**src/design/lcgs_map.svh**
```systemverilog
/*
   Register offsets, field positions and reset values of the gate input
   selection block. Assumes a 32-bit bus with byte addresses.
*/
`ifndef LCGS_MAP_SVH
`define LCGS_MAP_SVH

// ------------------------------------------------------------
// Register byte offsets
// ------------------------------------------------------------
`define LCGS_OFF_GSL 8'h00
`define LCGS_OFF_GSH 8'h04
`define LCGS_OFF_POL 8'h08
`define LCGS_OFF_SEL 8'h0c
`define LCGS_OFF_STAT 8'h10

// ------------------------------------------------------------
// Field positions
// ------------------------------------------------------------
`define LCGS_TRUE_OFS 1
`define LCGS_INV_OFS 0
`define LCGS_GATE_W 8
`define LCGS_MUXSEL_STEP 4
`define LCGS_MUXSEL_W 3
`define LCGS_STAT_DS_LSB 4
`define LCGS_SEL_MASK 16'h7777

// ------------------------------------------------------------
// Reset values
// ------------------------------------------------------------
`define LCGS_GSL_RST 16'h0000
`define LCGS_GSH_RST 16'h0000
`define LCGS_POL_RST 4'h0
`define LCGS_SEL_RST 16'h0000

// ------------------------------------------------------------
// Timing counts
// ------------------------------------------------------------
`define LCGS_GATE_LAT 1

`endif

```
**src/design/lcgs_pkg.sv**
```systemverilog
/*
   Types and shared functions of the gate input selection block.
   Assumes lcgs_map.svh is on the include path.
*/
`include "lcgs_map.svh"

package lcgs_pkg;

   // ------------------------------------------------------------
   // Register selector
   // ------------------------------------------------------------
   typedef enum logic [2:0] {REG_GSL, REG_GSH, REG_POL, REG_SEL, REG_STAT, REG_NONE} lcgs_reg_t;

   function automatic lcgs_reg_t lcgs_decode(input logic [7:0] a);
      if (a == `LCGS_OFF_GSL) begin
         return REG_GSL;
      end else if (a == `LCGS_OFF_GSH) begin
         return REG_GSH;
      end else if (a == `LCGS_OFF_POL) begin
         return REG_POL;
      end else if (a == `LCGS_OFF_SEL) begin
         return REG_SEL;
      end else if (a == `LCGS_OFF_STAT) begin
         return REG_STAT;
      end else begin
         return REG_NONE;
      end
   endfunction : lcgs_decode

   // True/inverted pair per source, source 4 pair on top
   function automatic logic [7:0] lcgs_expand(input logic [3:0] ds);
      logic [7:0] v;
      v = 8'h00;
      for (int s = 0; s < 4; s++) begin
         v[2*s+`LCGS_TRUE_OFS] = ds[s];
         v[2*s+`LCGS_INV_OFS] = ~ds[s];
      end
      return v;
   endfunction : lcgs_expand

   // Byte-lane merge for 16-bit registers
   function automatic logic [15:0] lcgs_merge16(input logic [15:0] old,
                                                input logic [15:0] dat,
                                                input logic [1:0] sel);
      logic [15:0] r;
      r = old;
      if (sel[0]) begin
         r[7:0] = dat[7:0];
      end
      if (sel[1]) begin
         r[15:8] = dat[15:8];
      end
      return r;
   endfunction : lcgs_merge16

endpackage : lcgs_pkg

```
**src/design/lcgs_cfg_if.sv**
```systemverilog
/*
   Carrier between the register side and the selection datapath.
   Assumes one clock domain; all members are plain levels.
*/
interface lcgs_cfg_if;
   logic [15:0] gsl;
   logic [15:0] gsh;
   logic [3:0] pol;
   logic [15:0] sel;
   logic [31:0] cand;
   logic [3:0] ds;
   logic [3:0] gate;

   modport ctrl (output gsl, gsh, pol, sel, cand, input ds, gate);
   modport mux (input sel, cand, output ds);
   modport gate_side (input gsl, gsh, pol, ds, output gate);
endinterface : lcgs_cfg_if

```
**src/design/lcgs_srcmux.sv**
```systemverilog
/*
   Four data-source multiplexers, eight candidates each.
   Assumes candidates are synchronous to the system clock.
*/
module lcgs_srcmux import lcgs_pkg::*; (
   // Configuration and sources
   lcgs_cfg_if.mux cfg
);

   // ------------------------------------------------------------
   // Source selection
   // ------------------------------------------------------------
   genvar m;
   generate
      for (m = 0; m < 4; m++) begin : g_mux
         logic [2:0] pick;
         assign pick = cfg.sel[`LCGS_MUXSEL_STEP*m +: `LCGS_MUXSEL_W];
         assign cfg.ds[m] = cfg.cand[8*m + pick];
      end
   endgenerate

endmodule : lcgs_srcmux

```
**src/design/lcgs_gate.sv**
```systemverilog
/*
   Four gates: OR of enabled true and inverted terms, then polarity.
   Assumes enables and polarity come from the register side.
*/
module lcgs_gate import lcgs_pkg::*; (
   // Configuration and gate results
   lcgs_cfg_if.gate_side cfg
);

   // ------------------------------------------------------------
   // Gate combine
   // ------------------------------------------------------------
   logic [31:0] en;
   logic [7:0] terms;

   assign en = {cfg.gsh, cfg.gsl};
   assign terms = lcgs_expand(cfg.ds);

   genvar g;
   generate
      for (g = 0; g < 4; g++) begin : g_gate
         // Empty enable byte gives low before polarity
         assign cfg.gate[g] = cfg.pol[g] ^ (|(en[`LCGS_GATE_W*g +: `LCGS_GATE_W] & terms));
      end
   endgenerate

endmodule : lcgs_gate

```
**src/design/lcgs_top.sv**
```systemverilog
/*
   Gate input selection stage of a logic cell, with a classic Wishbone
   register slave. Assumes one synchronous clock, synchronous inputs
   and a master that holds each request until ack or err.
*/
// Added by the designer: the register addresses and register access over Wishbone.
// ------------------------------------------------------------
// Overview of operation
// - Low register bits 7..0 feed gate 1
// - True enable passes source into the gate
// - Inverted enable passes complemented source into gate
// - Bit 8 low register: gate 2 source 1 inverted
// - High register bits 15..8 feed gate 4
// - High register bits 7..0 feed gate 3
// - High register read/write, clears at reset
// - Gate polarity control inverts gate output
// - Each source from its own 3-bit mux
// ------------------------------------------------------------
module lcgs_top import lcgs_pkg::*; (
   // Clock and reset
   input wire logic clk,
   input wire logic rst,
   // Wishbone slave
   input wire logic wb_cyc_i,
   input wire logic wb_stb_i,
   input wire logic wb_we_i,
   input wire logic [7:0] wb_adr_i,
   input wire logic [3:0] wb_sel_i,
   input wire logic [31:0] wb_dat_i,
   output logic [31:0] wb_dat_o,
   output logic wb_ack_o,
   output logic wb_err_o,
   // Source candidates, eight per mux
   input wire logic [31:0] src_cand,
   // Cell side
   output logic [3:0] gate_out,
   output logic [3:0] data_src
);

   // ------------------------------------------------------------
   // Declarations
   // ------------------------------------------------------------
   lcgs_cfg_if cfg ();

   logic [15:0] gsl_q;
   logic [15:0] gsh_q;
   logic [3:0] pol_q;
   logic [15:0] sel_q;
   logic [3:0] gate_out_q;
   logic [3:0] data_src_q;
   logic [31:0] dat_q;
   logic ack_q;
   logic err_q;
   logic req;
   logic wr;
   lcgs_reg_t hit;
   logic [31:0] rd_d;
   logic [7:0] pair_ref;

   // ------------------------------------------------------------
   // Datapath
   // ------------------------------------------------------------
   assign cfg.gsl = gsl_q;
   assign cfg.gsh = gsh_q;
   assign cfg.pol = pol_q;
   assign cfg.sel = sel_q;
   assign cfg.cand = src_cand;

   lcgs_srcmux u_mux (
      .cfg(cfg.mux)
   );

   lcgs_gate u_gate (
      .cfg(cfg.gate_side)
   );

   // ------------------------------------------------------------
   // Bus decode
   // ------------------------------------------------------------
   // A request is taken once; ack or err then blocks it for a cycle
   assign req = wb_cyc_i && wb_stb_i && !ack_q && !err_q;
   assign hit = lcgs_decode(wb_adr_i);
   assign wr = req && wb_we_i && (hit != REG_NONE);

   // ------------------------------------------------------------
   // Configuration registers
   // ------------------------------------------------------------
   always_ff @(posedge clk) begin
      if (rst) begin
         gsl_q <= `LCGS_GSL_RST;
      end else if (wr && hit == REG_GSL) begin
         gsl_q <= lcgs_merge16(gsl_q, wb_dat_i[15:0], wb_sel_i[1:0]);
      end
   end

   always_ff @(posedge clk) begin
      if (rst) begin
         gsh_q <= `LCGS_GSH_RST;
      end else if (wr && hit == REG_GSH) begin
         gsh_q <= lcgs_merge16(gsh_q, wb_dat_i[15:0], wb_sel_i[1:0]);
      end
   end

   always_ff @(posedge clk) begin
      if (rst) begin
         pol_q <= `LCGS_POL_RST;
      end else if (wr && hit == REG_POL && wb_sel_i[0]) begin
         pol_q <= wb_dat_i[3:0];
      end
   end

   // Reserved bit above each select field stays zero
   always_ff @(posedge clk) begin
      if (rst) begin
         sel_q <= `LCGS_SEL_RST;
      end else if (wr && hit == REG_SEL) begin
         sel_q <= lcgs_merge16(sel_q, wb_dat_i[15:0], wb_sel_i[1:0]) & `LCGS_SEL_MASK;
      end
   end

   // ------------------------------------------------------------
   // Cell outputs
   // ------------------------------------------------------------
   // Registered so the cell sees glitch-free terms; costs one cycle
   always_ff @(posedge clk) begin
      if (rst) begin
         gate_out_q <= 4'h0;
      end else begin
         gate_out_q <= cfg.gate;
      end
   end

   always_ff @(posedge clk) begin
      if (rst) begin
         data_src_q <= 4'h0;
      end else begin
         data_src_q <= cfg.ds;
      end
   end

   assign gate_out = gate_out_q;
   assign data_src = data_src_q;

   // ------------------------------------------------------------
   // Read mux
   // ------------------------------------------------------------
   always_comb begin
      rd_d = 32'h0000_0000;
      if (hit == REG_GSL) begin
         rd_d[15:0] = gsl_q;
      end else if (hit == REG_GSH) begin
         rd_d[15:0] = gsh_q;
      end else if (hit == REG_POL) begin
         rd_d[3:0] = pol_q;
      end else if (hit == REG_SEL) begin
         rd_d[15:0] = sel_q;
      end else if (hit == REG_STAT) begin
         rd_d[3:0] = gate_out_q;
         rd_d[`LCGS_STAT_DS_LSB +: 4] = data_src_q;
      end
   end

   // ------------------------------------------------------------
   // Bus answer
   // ------------------------------------------------------------
   always_ff @(posedge clk) begin
      if (rst) begin
         ack_q <= 1'b0;
         err_q <= 1'b0;
      end else begin
         ack_q <= req && (hit != REG_NONE);
         err_q <= req && (hit == REG_NONE);
      end
   end

   always_ff @(posedge clk) begin
      if (rst) begin
         dat_q <= 32'h0000_0000;
      end else if (req && !wb_we_i) begin
         dat_q <= rd_d;
      end
   end

   assign wb_ack_o = ack_q;
   assign wb_err_o = err_q;
   assign wb_dat_o = dat_q;

   // ------------------------------------------------------------
   // Checks
   // ------------------------------------------------------------
   // Reference pairs spelled out by hand, not through the shared helper
   assign pair_ref = {cfg.ds[3], !cfg.ds[3], cfg.ds[2], !cfg.ds[2],
                      cfg.ds[1], !cfg.ds[1], cfg.ds[0], !cfg.ds[0]};

   property p_gate1_low_byte;
      @(posedge clk) disable iff (rst)
      1'b1 |=> gate_out_q[0] == $past(pol_q[0] ^ (|(gsl_q[7:0] & pair_ref)));
   endproperty
   a_gate1_low_byte: assert property (p_gate1_low_byte) else $error("gate 1 mismatch");

   property p_true_term;
      @(posedge clk) disable iff (rst)
      (gsl_q[7:0] == 8'h80 && !pol_q[0]) |=> gate_out_q[0] == $past(cfg.ds[3]);
   endproperty
   a_true_term: assert property (p_true_term) else $error("true term not routed");

   property p_inv_term;
      @(posedge clk) disable iff (rst)
      (gsl_q[7:0] == 8'h01 && !pol_q[0]) |=> gate_out_q[0] == !$past(cfg.ds[0]);
   endproperty
   a_inv_term: assert property (p_inv_term) else $error("inverted term not routed");

   property p_g2_bit8;
      @(posedge clk) disable iff (rst)
      (gsl_q[15:8] == 8'h01 && !pol_q[1]) |=> gate_out_q[1] == !$past(cfg.ds[0]);
   endproperty
   a_g2_bit8: assert property (p_g2_bit8) else $error("gate 2 bit 8 mismatch");

   property p_gate4_high;
      @(posedge clk) disable iff (rst)
      (gsh_q[15:8] == 8'h80 && !pol_q[3]) |=> gate_out_q[3] == $past(cfg.ds[3]);
   endproperty
   a_gate4_high: assert property (p_gate4_high) else $error("gate 4 bit 15 mismatch");

   property p_gate3_bit1;
      @(posedge clk) disable iff (rst)
      (gsh_q[7:0] == 8'h02 && !pol_q[2]) |=> gate_out_q[2] == $past(cfg.ds[0]);
   endproperty
   a_gate3_bit1: assert property (p_gate3_bit1) else $error("gate 3 bit 1 mismatch");

   property p_gsh_write;
      @(posedge clk) disable iff (rst)
      (wr && hit == REG_GSH && wb_sel_i[1:0] == 2'h3) |=> gsh_q == $past(wb_dat_i[15:0]);
   endproperty
   a_gsh_write: assert property (p_gsh_write) else $error("high register write lost");

   property p_gsh_hold;
      @(posedge clk) disable iff (rst)
      !(wr && hit == REG_GSH) |=> $stable(gsh_q);
   endproperty
   a_gsh_hold: assert property (p_gsh_hold) else $error("high register changed unasked");

   property p_polarity;
      @(posedge clk) disable iff (rst)
      (gsl_q[7:0] == 8'h00 && pol_q[0]) |=> gate_out_q[0];
   endproperty
   a_polarity: assert property (p_polarity) else $error("polarity not applied");

   property p_mux_pick;
      @(posedge clk) disable iff (rst)
      1'b1 |=> data_src_q[1] == $past(src_cand[8 + sel_q[6:4]]);
   endproperty
   a_mux_pick: assert property (p_mux_pick) else $error("source 2 mux mismatch");

   property p_empty_gate;
      @(posedge clk) disable iff (rst)
      (gsh_q[15:8] == 8'h00 && !pol_q[3]) [*2] |-> !gate_out_q[3];
   endproperty
   a_empty_gate: assert property (p_empty_gate) else $error("empty gate not low");

   property p_ack_pulse;
      @(posedge clk) disable iff (rst)
      (wb_ack_o || wb_err_o) |=> !(wb_ack_o || wb_err_o);
   endproperty
   a_ack_pulse: assert property (p_ack_pulse) else $error("answer longer than one cycle");

   property p_gate2_byte;
      @(posedge clk) disable iff (rst)
      1'b1 |=> gate_out_q[1] == $past(pol_q[1] ^ (|(gsl_q[15:8] & pair_ref)));
   endproperty
   a_gate2_byte: assert property (p_gate2_byte) else $error("gate 2 mismatch");

   property p_gate3_byte;
      @(posedge clk) disable iff (rst)
      1'b1 |=> gate_out_q[2] == $past(pol_q[2] ^ (|(gsh_q[7:0] & pair_ref)));
   endproperty
   a_gate3_byte: assert property (p_gate3_byte) else $error("gate 3 mismatch");

   property p_gate4_byte;
      @(posedge clk) disable iff (rst)
      1'b1 |=> gate_out_q[3] == $past(pol_q[3] ^ (|(gsh_q[15:8] & pair_ref)));
   endproperty
   a_gate4_byte: assert property (p_gate4_byte) else $error("gate 4 mismatch");

   property p_gsl_hold;
      @(posedge clk) disable iff (rst)
      !(wr && hit == REG_GSL) |=> $stable(gsl_q);
   endproperty
   a_gsl_hold: assert property (p_gsl_hold) else $error("low register changed unasked");

   property p_pol_hold;
      @(posedge clk) disable iff (rst)
      !(wr && hit == REG_POL) |=> $stable(pol_q);
   endproperty
   a_pol_hold: assert property (p_pol_hold) else $error("polarity changed unasked");

   property p_gsh_read;
      @(posedge clk) disable iff (rst)
      (req && !wb_we_i && hit == REG_GSH) |=> wb_dat_o == {16'h0000, $past(gsh_q)};
   endproperty
   a_gsh_read: assert property (p_gsh_read) else $error("high register read wrong");

   property p_gsh_reset;
      @(posedge clk)
      rst |=> gsh_q == `LCGS_GSH_RST;
   endproperty
   a_gsh_reset: assert property (p_gsh_reset) else $error("high register not cleared");

   property p_sel_reserved;
      @(posedge clk) disable iff (rst)
      1'b1 |-> (sel_q & ~`LCGS_SEL_MASK) == 16'h0000;
   endproperty
   a_sel_reserved: assert property (p_sel_reserved) else $error("reserved select bit set");

   property p_answer_next;
      @(posedge clk) disable iff (rst)
      (wb_cyc_i && wb_stb_i && !wb_ack_o && !wb_err_o) |=> (wb_ack_o || wb_err_o);
   endproperty
   a_answer_next: assert property (p_answer_next) else $error("bus answer late");

endmodule : lcgs_top

```
**config.mk**
```make
export PLATFORM = sky130hd
export DESIGN_NAME = lcgs_top
export DESIGN_NICKNAME = d
export VERILOG_FILES = /design/src/design/lcgs_pkg.sv /design/src/design/lcgs_cfg_if.sv /design/src/design/lcgs_srcmux.sv /design/src/design/lcgs_gate.sv /design/src/design/lcgs_top.sv
export VERILOG_INCLUDE_DIRS = /design/src /design/src/design
export SDC_FILE = /design/constraint.sdc
export NUM_CORES = 1
export LEC_CHECK = 0
export BUFFER_PORTS_ARGS = -buffer_cell sky130_fd_sc_hd__buf_2
export CORE_MARGIN = 10
export CORE_UTILIZATION = 50
export CTS_CLUSTER_DIAMETER = 60
export DETAILED_ROUTE_END_ITERATION = 6
export PLACE_DENSITY = 0.75
export SETUP_SLACK_MARGIN = 0.5
export SLEW_MARGIN = 20
export SYNTH_ARGS = -nofsm -noshare
export SYNTH_HDL_FRONTEND = slang
export SYNTH_HIERARCHICAL = 1
export SYNTH_SLANG_ARGS = --single-unit
```
**constraint.sdc**
```tcl
create_clock -name clk -period 2.49 [get_ports clk]
set_input_delay 0.249 -clock clk [delete_from_list [all_inputs] [get_ports clk]]
set_output_delay 0.249 -clock clk [all_outputs]
set_load 0.005 [all_outputs]
```
==> results.cfg <==
[detailed_routing]
drt-initial-drc-count = 524
via_per_inst = 6.10
dr.pass1.iters = 5
route.detailed.drc = 0
vias = 3724
ant_nets = 0
wire_per_inst_um = 19.5
routed_wl_mm = 11.9

[layout]
design_area_um2 = 4510
final_core_util = 0.613
filler_cell_count = 670
nets = 586
drive_gt1_frac = 0.306
syn2layout_area_growth_pct = 17.3

[hold_path]
min_to = cfg.gsl[15]
min_path_type = primary input to flip-flop
hold_start = wb_dat_i[15]
holdPathStages = 3

[place]
placed_area_um2 = 4260
globalplace.congestion = 0.950
hpwl_mm = 8.70
io_buffers = 88
dp_slack_ns = 0.370

[job]
cap_violations = 0

[synthesis]
synth_mux_area_frac = 0.131
synth_compound_area_frac = 0.193
synthSimpleGateAreaFrac = 0.195
ys_seq_area_frac = 0.385
synth-seq-cells = 74
synthArstFlopShare = 0
avgSynthCellArea_um2 = 8.95
yosysWarnings = 6
synth_top_family_by_area = simple AND/OR/NAND/NOR gates
postSynthCellCount = 430
synth-edff-count = 0
syn_area_um2 = 3850
synth_ff_type = dfxtp_1
synth-xor-area-share = 0.00910
synth-adder-area-share = 0
ys_types = 49

[die]
die_h_um = 108
start_util = 0.522
die_area_um2 = 11600
rows = 31
core_um2 = 7370
ios = 123
die_w_um = 108

[global_route]
grt_use_met2 = 0.295
antenna_found_initial = 0
track_usage = 0.201
busiest_layer = met2
first_global_vias = 3577
grt_max_degree = 33
grt_pass1_wl_mm = 18.6
met3_usage = 0.0665
use_met1 = 0.264
globalRouteOverflowTotal = 0

[timing]
period_share = 0.804
fin_ws_ns = 0.488
slew_headroom = 0.569
rsz0062_at_grt = yes
fmax_mhz = 500
fin_skew_ns = 0.00903
tightestPinTransition_ns = 0.644
drv_slew = 0
setup_tns_ns = 0
finalCriticalPeriod_ns = 2.00
setup_viol = 0
hold_viol = 0

[clock_network]
cts_buffer_depth = 2
cts_buffers = 9
cts_tree = yes
clk_pin_slew_ns = 0.08
cts_root_buffer = clkbuf_8
clk_latency_ns = 0.36
cts.sinks = 74
htreeDepth = 3

[setup_path]
crit_path_end_kind = flip-flop
crit_start = cfg.sel[8]
critPathKind = flip-flop to flip-flop
arrival_ns = 2.24
rr_endpoint = gate_out[3]
crit_chain = mux4_2 -> mux2_4 -> mux2i_2 -> nand4_1 -> xor2_1 -> nor2b_1
slowest_delay_ns = 0.49
cp-start-kind = flip-flop
critPathMaxFanout = 5
reg2reg_depth = 6
cp_slowest_cell = mux4_2
crit_buf_inv = 0
critPathRequiredTime_ns = 2.73
timing.rr.start = cfg.sel[8]
crit_family = multiplexers
reg2reg_slack_ns = 0.49

[power]
p_per_area_nw_per_um2 = 546
p_leak_nw = 1.75
peakVddDrop_v = 0.000339

[outcome]
status = complete, no violations
[registers in the layout (all words and copies together) (netlist names)]
register and cells:
cfg.gsh 16, cfg.gsl 16, cfg.pol 4, cfg.sel 12
data_src 4, gate_out 4, wb_ack_o 1, wb_dat_o 16
wb_err_o 1
[where the power goes]
| part | internal [mW] | switching (mW) |
|---|---|---|
| sequential | 1.19 | 0.00572 |
| clock | 0.588 | 0.459 |
| combinational | 0.0910 | 0.128 |
[Yosys cell counts, types with 5 or more instances]
library cell | n | area, um^2
buf_6 | 5 | 56.3
clkbuf_1 | 26 | 97.6
a221oi_1 | 6 | 52.6
mux2i_1 | 17 | 170
buf_4 | 18 | 135
nand4_1 | 6 | 37.5
nor2_1 | 17 | 63.8
mux4_1 | 8 | 210
o21ai_0 | 46 | 230
dfxtp_1 | 74 | 1480
nor2b_1 | 11 | 68.8
nand2_1 | 5 | 18.8
mux2_2 | 11 | 124
nor3_1 | 7 | 35.0
nor4_1 | 6 | 37.5
nand3_1 | 51 | 255
a21oi_1 | 51 | 255
[per-layer routing]
layer  vias to the layer above  share of wire  wire, um
li1                       1725              -         -
met1                      1733           0.42      4950
met2                       247           0.44      5300
met3                        19           0.12      1440
met4                         0          0.019       222
met5                         -              0         0
[what timing repair did]
action | in CTS | in global routing
hold buffers | 0 | 0
setup buffers | 2 | 0
gates resized for setup | 16 | 9
pin swaps | 3 | 4
endpoints found under the setup margin | 5 | 26
[per-stage QoR]
| stage | hold WS (ns) | instances | power [mW] |
|---|---|---|---|
| 6_report | 0.147 | 610 | 2.46 |
| 3_5_place_dp | 0.453 | 591 | 1.43 |
| 3_3_place_gp | 0.442 | 591 | 1.43 |
| 4_1_cts | 0.139 | 609 | 2.46 |
| 2_1_floorplan | 0.397 | 445 | 1.35 |
| 5_1_grt | 0.145 | 609 | 2.55 |
[worst reg2reg max path: stages (launching register included)]
cell     delay, ns
dfxtp_4       0.38
mux4_2        0.49
mux2_4        0.36
mux2i_2       0.21
nand4_1       0.15
xor2_1        0.17
nor2b_1       0.12
[final cells by class]
| cell class | instances | area, um^2 | share of cell area |
|---|---|---|---|
| inverter | 2 | 7.51 | 0.00166 |
| clock inverter | 5 | 77.6 | 0.0172 |
| clock buffer | 11 | 141 | 0.0313 |
| tap | 99 | 124 | 0.0274 |
| antenna | 1 | 2.50 | 0.000554 |
| sequential | 74 | 1500 | 0.331 |
| multi-input combinational | 313 | 2100 | 0.465 |
| timing repair buffer | 105 | 568 | 0.126 |
[cell families (layout without fill, tap and decap cells)]
logic type,count (synthesis),in the layout
compound gates,128,128
xor+xnor,4,4
buf+inv,58,123
flops,74,74
mux,36,36
other cells,1,17
simple gates,129,129
[cell usage in the layout (no fill, tap or decap), types with 10 or more instances in the layout]
cell	n
nand3_1	49
mux2i_1	15
clkbuf_8	10
conb_1	16
buf_4	17
buf_2	88
dfxtp_1	70
a21oi_1	51
o21ai_0	46
nor2_1	17
nor2b_1	11
[worst max path at each step]
stage	to	slack, ns	cells after the start
2_1_floorplan	gate_out[0]	0.54	7
3_3_place_gp	gate_out[3]	0.40	6
3_5_place_dp	gate_out[3]	0.37	6
4_1_cts	gate_out[2]	0.50	6
5_1_grt	gate_out[2]	0.44	6
6_report	gate_out[3]	0.49	6
(Power assumes the default switching activity.)
